## config.mk

```make
export PLATFORM = sky130hd
export DESIGN_NAME = opc_output_pll_control
export DESIGN_NICKNAME = d
export VERILOG_FILES = /design/src/verilog/opc_pkg.sv /design/src/verilog/opc_if.sv /design/src/verilog/opc_decode.sv /design/src/verilog/opc_output_pll_control.sv
export SDC_FILE = /design/constraint.sdc
export NUM_CORES = 1
export LEC_CHECK = 0
export ABC_AREA = 1
export BUFFER_PORTS_ARGS = -buffer_cell sky130_fd_sc_hd__buf_4
export CORE_ASPECT_RATIO = 0.9
export CORE_MARGIN = 1.5
export CORE_UTILIZATION = 45
export CTS_CLUSTER_SIZE = 28
export DETAILED_ROUTE_END_ITERATION = 12
export PLACE_DENSITY = 0.69
export SLEW_MARGIN = 20
export SYNTH_ARGS = -nofsm -noshare
export SYNTH_HDL_FRONTEND = slang
export SYNTH_SLANG_ARGS = --single-unit
export TNS_END_PERCENT = 30
```

## constraint.sdc

```tcl
create_clock -name clock_in -period 2.2 [get_ports clock_in]
set_clock_uncertainty 0.05 [all_clocks]
set_input_delay 0.66 -clock clock_in [delete_from_list [all_inputs] [get_ports clock_in]]
set_output_delay 0.66 -clock clock_in [all_outputs]
set_load 0.01 [all_outputs]
```

## src/verilog/opc_pkg.sv

```systemverilog
package opc_pkg;
  // ==========================================================================
  // Register map
  localparam logic [9:0] OPC_ADDR_CP_CURRENT = 10'h0f0;
  localparam logic [9:0] OPC_ADDR_FB_DIV     = 10'h0f1;
  localparam logic [9:0] OPC_ADDR_CONTROL    = 10'h0f2;
  localparam int         OPC_ADDR_W          = 10;
  localparam int         OPC_DATA_W          = 8;

  // ==========================================================================
  // Reset values
  localparam logic [7:0] OPC_RST_CP_CURRENT  = 8'h00;
  localparam logic [7:0] OPC_RST_FB_DIV      = 8'h00;
  localparam logic [7:0] OPC_RST_CONTROL     = 8'h0b;

  // ==========================================================================
  // Field positions
  localparam int OPC_A_HI        = 7;
  localparam int OPC_A_LO        = 6;
  localparam int OPC_B_HI        = 5;
  localparam int OPC_B_LO        = 0;
  localparam int OPC_BIT_LD_PD   = 7;
  localparam int OPC_BIT_RSVD    = 6;
  localparam int OPC_BIT_DOUBLER = 5;
  localparam int OPC_BIT_ABL_SW  = 4;
  localparam int OPC_ABL_HI      = 3;
  localparam int OPC_ABL_LO      = 2;
  localparam int OPC_CPM_HI      = 1;
  localparam int OPC_CPM_LO      = 0;

  // ==========================================================================
  // Encodings
  typedef enum logic [1:0] {
    OPC_ABL_MIN  = 2'h0,
    OPC_ABL_LOW  = 2'h1,
    OPC_ABL_HIGH = 2'h2,
    OPC_ABL_MAX  = 2'h3
  } opc_abl_e;

  typedef enum logic [1:0] {
    OPC_CPM_TRISTATE = 2'h0,
    OPC_CPM_UP       = 2'h1,
    OPC_CPM_DOWN     = 2'h2,
    OPC_CPM_NORMAL   = 2'h3
  } opc_cpm_e;

  localparam logic [2:0] OPC_N_SHIFT = 3'h2;
endpackage : opc_pkg
```

## src/verilog/opc_if.sv

```systemverilog
`timescale 1ns/1ps
interface opc_if;
  logic [7:0] ctrl;
  logic [7:0] fb;
  logic       ld_pd;
  logic       dbl;
  logic [1:0] abl;
  logic [1:0] cpm;
  logic [7:0] n_div;
  modport regs (output ctrl, output fb, input ld_pd, input dbl, input abl, input cpm,
                input n_div);
  modport dec  (input ctrl, input fb, output ld_pd, output dbl, output abl, output cpm,
                output n_div);
endinterface : opc_if

```

## src/verilog/opc_decode.sv

```systemverilog
`timescale 1ns/1ps
module opc_decode (
  opc_if.dec bus
);
  import opc_pkg::*;
  // ==========================================================================
  // Field decode
  wire [1:0] a_cnt = bus.fb[OPC_A_HI:OPC_A_LO];
  wire [5:0] b_cnt = bus.fb[OPC_B_HI:OPC_B_LO];
  assign bus.n_div = (8'(b_cnt) << OPC_N_SHIFT) + 8'(a_cnt);   // RULE_02
  assign bus.ld_pd = bus.ctrl[OPC_BIT_LD_PD];                     // RULE_04
  assign bus.dbl   = bus.ctrl[OPC_BIT_DOUBLER];                   // RULE_06
  assign bus.abl   = bus.ctrl[OPC_BIT_ABL_SW] ? bus.ctrl[OPC_ABL_HI:OPC_ABL_LO]
                                               : OPC_ABL_HIGH;    // RULE_07
  assign bus.cpm   = bus.ctrl[OPC_CPM_HI:OPC_CPM_LO];             // RULE_10
endmodule : opc_decode

```

## src/verilog/opc_output_pll_control.sv

```systemverilog
`timescale 1ns/1ps
// Function
// RULE_01 - 8-bit charge pump current, about 3.5 uA per code, 900 uA full scale.
// RULE_02 - Feedback divide N = 4*B + A; A in bits 7:6, B in 5:0.
// RULE_03 - Software uses only allowed A/B pairs, N up to 255.
// RULE_04 - Control bit 7 set powers down lock detector.
// RULE_05 - Software always writes zero to control bit 6.
// RULE_06 - Control bit 5 set doubles the reference frequency.
// RULE_07 - Bit 4 clear forces antibacklash high; set uses field.
// RULE_08 - Software should set bit 4 to use the programmed field.
// RULE_09 - Antibacklash 00 min, 01 low, 10 high, 11 max; high initially.
// RULE_10 - Pump mode 00 tristate, 01 up, 10 down, 11 normal; resets 11.
module opc_output_pll_control (
  input  wire logic                      clock_in,
  input  wire logic                      rst_b_in,
  input  wire logic                      wr_en_in,
  input  wire logic                      rd_en_in,
  input  wire logic [opc_pkg::OPC_ADDR_W-1:0] addr_in,
  input  wire logic [opc_pkg::OPC_DATA_W-1:0] wdata_in,
  output logic      [opc_pkg::OPC_DATA_W-1:0] rdata_out,
  output logic      [7:0]                cp_current_out,
  output logic      [7:0]                fb_n_out,
  output logic                           lock_det_pd_out,
  output logic                           ref_doubler_out,
  output logic      [1:0]                antibacklash_out,
  output logic      [1:0]                cp_mode_out
);
  import opc_pkg::*;

  // ==========================================================================
  // Local constants
  localparam int                    NUM_REGS   = 3;
  localparam int                    IDX_W      = 2;
  localparam int                    IDX_CP     = 0;
  localparam int                    IDX_FB     = 1;
  localparam int                    IDX_CTRL   = 2;
  localparam logic [OPC_DATA_W-1:0] RDATA_IDLE = '0;

  // Output levels while reset is held, derived from the register reset values; antibacklash is set straight to OPC_ABL_HIGH
  localparam logic [7:0] FB_N_RST  = (8'(OPC_RST_FB_DIV[OPC_B_HI:OPC_B_LO]) << OPC_N_SHIFT)
                                   + 8'(OPC_RST_FB_DIV[OPC_A_HI:OPC_A_LO]);
  localparam logic       LD_PD_RST = OPC_RST_CONTROL[OPC_BIT_LD_PD];
  localparam logic       DBL_RST   = OPC_RST_CONTROL[OPC_BIT_DOUBLER];
  localparam logic [1:0] ABL_RST   = OPC_ABL_HIGH;
  localparam logic [1:0] CPM_RST   = OPC_RST_CONTROL[OPC_CPM_HI:OPC_CPM_LO];

  // ==========================================================================
  // Address decode
  // Shared by the write and read paths so both agree on the map

  function automatic logic addr_mapped(input logic [OPC_ADDR_W-1:0] addr);
    logic hit;
    hit = (addr == OPC_ADDR_CP_CURRENT)
       || (addr == OPC_ADDR_FB_DIV)
       || (addr == OPC_ADDR_CONTROL);
    return hit;
  endfunction : addr_mapped

  function automatic logic [IDX_W-1:0] addr_index(input logic [OPC_ADDR_W-1:0] addr);
    logic [IDX_W-1:0] idx;
    idx = IDX_W'(IDX_CP);
    if (addr == OPC_ADDR_FB_DIV) begin
      idx = IDX_W'(IDX_FB);
    end
    if (addr == OPC_ADDR_CONTROL) begin
      idx = IDX_W'(IDX_CTRL);
    end
    return idx;
  endfunction : addr_index

  wire             addr_ok   = addr_mapped(addr_in);
  wire             wr_mapped = wr_en_in && addr_mapped(addr_in);
  wire [IDX_W-1:0] sel_idx   = addr_index(addr_in);

  // ==========================================================================
  // Register storage
  // One flip-flop word per register; unmapped writes reach none of them

  wire [OPC_DATA_W-1:0] reg_word [NUM_REGS];

  for (genvar gi = 0; gi < NUM_REGS; gi++) begin : g_reg
    localparam logic [OPC_DATA_W-1:0] RST_VALUE = (gi == IDX_CP) ? OPC_RST_CP_CURRENT :
                                                  (gi == IDX_FB) ? OPC_RST_FB_DIV :
                                                                   OPC_RST_CONTROL;  // RULE_09 RULE_10

    logic [OPC_DATA_W-1:0] value;
    wire                   wr_hit = wr_mapped && (sel_idx == IDX_W'(gi));

    always_ff @(posedge clock_in or negedge rst_b_in) begin
      if (!rst_b_in) begin
        value <= RST_VALUE;
      end else if (wr_hit) begin
        value <= wdata_in;
      end
    end

    assign reg_word[gi] = value;
  end

  // Named views of the storage words
  wire [7:0] charge_pump_current     = reg_word[IDX_CP];    // RULE_01
  wire [7:0] feedback_divider_counts = reg_word[IDX_FB];    // RULE_02
  wire [7:0] output_pll_control      = reg_word[IDX_CTRL];  // RULE_04 RULE_06 RULE_07

  // ==========================================================================
  // Read path
  // Read data holds until the next read strobe

  wire [OPC_DATA_W-1:0] next_rdata = addr_ok ? reg_word[sel_idx] : RDATA_IDLE;

  always_ff @(posedge clock_in or negedge rst_b_in) begin
    if (!rst_b_in) begin
      rdata_out <= RDATA_IDLE;
    end else if (rd_en_in) begin
      rdata_out <= next_rdata;
    end
  end

  // ==========================================================================
  // Field decode
  // Decoding lives in its own module behind the carrier interface

  opc_if dec_if ();

  assign dec_if.ctrl = output_pll_control;
  assign dec_if.fb   = feedback_divider_counts;

  opc_decode u_decode (
    .bus (dec_if.dec)
  );

  // ==========================================================================
  // Registered outputs
  // Each output comes straight from a flip-flop, one cycle after its register

  always_ff @(posedge clock_in or negedge rst_b_in) begin
    if (!rst_b_in) begin
      cp_current_out <= OPC_RST_CP_CURRENT;
    end else begin
      cp_current_out <= charge_pump_current;  // RULE_01
    end
  end

  // Feedback divide ratio
  always_ff @(posedge clock_in or negedge rst_b_in) begin
    if (!rst_b_in) begin
      fb_n_out <= FB_N_RST;
    end else begin
      fb_n_out <= dec_if.n_div;  // RULE_02
    end
  end

  // Lock detector power-down
  always_ff @(posedge clock_in or negedge rst_b_in) begin
    if (!rst_b_in) begin
      lock_det_pd_out <= LD_PD_RST;
    end else begin
      lock_det_pd_out <= dec_if.ld_pd;  // RULE_04
    end
  end

  // Reference doubler enable
  always_ff @(posedge clock_in or negedge rst_b_in) begin
    if (!rst_b_in) begin
      ref_doubler_out <= DBL_RST;
    end else begin
      ref_doubler_out <= dec_if.dbl;  // RULE_06
    end
  end

  // Effective antibacklash width, forced high until software takes control
  always_ff @(posedge clock_in or negedge rst_b_in) begin
    if (!rst_b_in) begin
      antibacklash_out <= ABL_RST;
    end else begin
      antibacklash_out <= dec_if.abl;  // RULE_07 RULE_09
    end
  end

  // Charge pump mode
  always_ff @(posedge clock_in or negedge rst_b_in) begin
    if (!rst_b_in) begin
      cp_mode_out <= CPM_RST;
    end else begin
      cp_mode_out <= dec_if.cpm;  // RULE_10
    end
  end

  // ==========================================================================
  // Notes for users
  // No legality check is made on the divider pair or the reserved bit;
  // whatever software writes is stored and decoded as written.
  // A write and a read in one cycle return the value held before the write.
endmodule : opc_output_pll_control

```

==> run summary <==
Run status
* result of the run: completed

Timing
* final worst setup slack: 465 ps
* setup repair after global routing missed its margin: no
* actual transition at the worst max-transition pin: 644 ps
* number of endpoints failing setup at the final stage: 0
* summed negative setup slack over all endpoints: 0 ps
* final number of max-transition violations: 0
* min cycle time layout: 1740 ps
* total count of hold-check failures in the final report: 0
* Final Cycle Share: 78.9%
* worst hold slack across all endpoints: 331 ps
* Slew Limit Headroom: 57.1%
* top achievable clock speed: 576 MHz

Hold path
* Hold Crit Class: in -> async

Clock tree
* count of hold-fix buffers inserted at cts: 0
* Post-CTS Resized: 0
* clock edge transition at the registers on the reported setup and hold paths: 80 ps
* CTS sink count: 54
* clock buffer count from CTS: 5
* TritonCTS clock tree: built
* clock tree buffer depth: 2
* number of H-tree levels: 2
* Post-CTS Setup Inserts: 0
* root buffer cell: clkbuf_8
* Skew-Pair Late Insertion Delay: 300 ps

Drt
* mean routed wirelength per cell: 12.8 um
* DRC violation total after the first TritonRoute iteration: 131
* final WL: 4.45 mm
* number of vias after detailed routing: 1690
* post-detailed-route via-to-cell ratio: 4.87
* DRC violation count after routing: 0
* DR pass1 iterations: 4
* remaining number of nets flagged by the antenna check after routing: 0

GRT
* GRT Total Usage: 18.2%
* first-pass GRT wire length: 7.48 mm
* leftover overflow at the end of global routing: 0
* via count of the first global-routing pass: 1556
* largest net degree at the start of global routing: 55
* initial antenna violation count: 0

Pwr
* Static Leak: 1.51 nW
* power density over the cells: 617 nW/um2
* worst vdd rail ir drop: 0.000318 V
* power consumption: 1.70 mW

Placed design
* worst setup slack after placement: 142 ps
* half-perimeter wire length after detailed placement: 3.22 mm
* routability congestion estimate from global placement: 0.779
* placed cell area: 2670 um2
* Cells after DPL: 339
* IO buf count: 51

Finish
* Final Instance Area: 2760 um2
* area of the multi-input gates: 733 um2
* footprint of the flip-flops and latches: 1360 um2
* share of final-layout standard cells stronger than drive strength 1: 30.5%
* final design utilization: 57.4%
* Layout area overhead: 23.6%
* number of antenna cells inserted: 0
* net count reported at finish: 303
* number of standard cells in the final layout excluding fillers: 347
* final-layout fill cell count: 434

Synth
* unique cell type count in the Yosys netlist: 22
* Synth Area per Inst: 9.78 um2
* Yosys Warn Count: 0
* post-synth net total: 250
* synthesized instance count: 228
* part of the Yosys area used for sequential elements: 60.9%
* combined area of all synthesized cells: 2230 um2
* number of flip-flops and latches in the synthesized netlist: 54

Die
* Die Wd: 77.2 um
* total number of placement rows: 24
* die area: 5390 um2
* starting density of the core: 46.4%
* num ports: 52
* core outline area: 4800 um2
* vertical die dimension: 69.8 um

Critical path
* WP data arrival: 1930 ps
* combined buffer and inverter count along the critical path: 1
* path type of the worst setup path: in -> reg
* maximum single-stage delay on the critical path: 340 ps
* cell repeated most along the worst path: nand2_1
* CP Cell Sequence: buf_4 > nand2_1 > nor2_4 > nand4_2 > and2_4 > nand2_8 > nand2_1 > nand2_1
* data required time of the critical path: 2390 ps
* cell family with most CP delay: simple AND/OR/NAND/NOR gates
* Critical Path Fanout Max: 14
* CP max stage cell: nor2_4
* crit path launch type: primary input
* nature of the critical path endpoint: register

Run
* max-cap violations: 0

-- final timing paths --
path	startpoint	to	slack, ps	depth (start not counted)
max	addr_in[7]	charge_pump_current[5]	460	8
max in group asynchronous	rst_b_in	cp_current_out[2]	1340	1
min	rst_b_in	dec_if.fb[1]	330	1
min in group clock_in	dec_if.ctrl[0]	cp_mode_out[0]	340	0
max reg2reg	dec_if.ctrl[1]	rdata_out[1]	1160	6
min reg2reg	dec_if.ctrl[0]	cp_mode_out[0]	340	0
-- cell type report --
cell class                      instances  area share, %
Sequential cell                        54           49.3
Multi-Input combinational cell        141           26.6
Timing Repair Buffer                   52           14.2
Inverter                               27           3.68
Clock buffer                            7           3.13
Tap cell                               65           2.95
Clock inverter                          1          0.182
-- worst reg2reg max path, stage by stage, from the launching register on --
cell and delay (ps):
dfstp_2 560, nand4_1 90, nand2_1 90, inv_1 40
nand2_1 50, nand2_1 50, nand2_1 60
-- cells in the final DEF (no fill, tap or decap), drive strengths merged --
master,instances
dfstp,6
inv,26
clkinv,2
and2,1
nor2,6
nand2,81
buf,52
clkbuf,7
dfrtp,48
o21ai,16
nand4,19
nand3,18
-- power breakdown --
part / total [mW] / leakage, nW / switching [mW] / internal [mW]
clock network: 0.552 / 0.0482 / 0.298 / 0.254
registers: 1.02 / 0.730 / 0.0113 / 1.01
logic: 0.126 / 0.731 / 0.0757 / 0.0503
total: 1.70 / 1.51 / 0.385 / 1.32
-- cells in the mapped netlist --
library cell,count,share of area (%)
nor2_8,1,0.90
nand2_2,3,0.84
o21ai_1,16,3.6
nand3_4,1,0.79
nor2_2,1,0.28
clkinv_1,1,0.17
nand4_1,16,4.5
nand2_8,1,0.90
nand4_2,3,1.7
nand2_1,77,13
nand3_1,16,3.6
dfrtp_1,48,54
buf_6,1,0.50
nor2_4,4,2.0
clkbuf_1,1,0.17
dfstp_2,6,7.1
inv_1,21,3.5
buf_4,1,0.34
inv_2,5,0.84
and2_4,1,0.39
buf_2,3,0.67
nand3_2,1,0.45
-- sequential cells by signal, summed over array words and instances, names as in the netlist --
register             count
lock_det_pd_out          1
cp_current_out           8
dec_if.ctrl              8
ref_doubler_out          1
cp_mode_out              2
charge_pump_current      8
antibacklash_out         2
dec_if.fb                8
fb_n_out                 8
rdata_out                8
-- layer usage --
| metal | vias up | global-route usage (%) | wire [um] |
|---|---|---|---|
| met5 | - | 0 | 0 |
| li1 | 839 | - | - |
| met2 | 52 | 28.0 | 2050 |
| met1 | 792 | 25.1 | 2080 |
| met4 | 0 | 6.06 | 61 |
| met3 | 7 | 5.13 | 270 |
-- cells by family (layout without fill, tap and decap cells) --
logic type	after synthesis	count (layout)	share of synthesized area, %
AOI/OAI and AO/OA	16	16	3.59
buffers and inverters	33	87	6.23
DFF	54	54	60.9
and+or+nand+nor	125	125	29.3
Note: power is estimated with default switching activity, not from simulation.
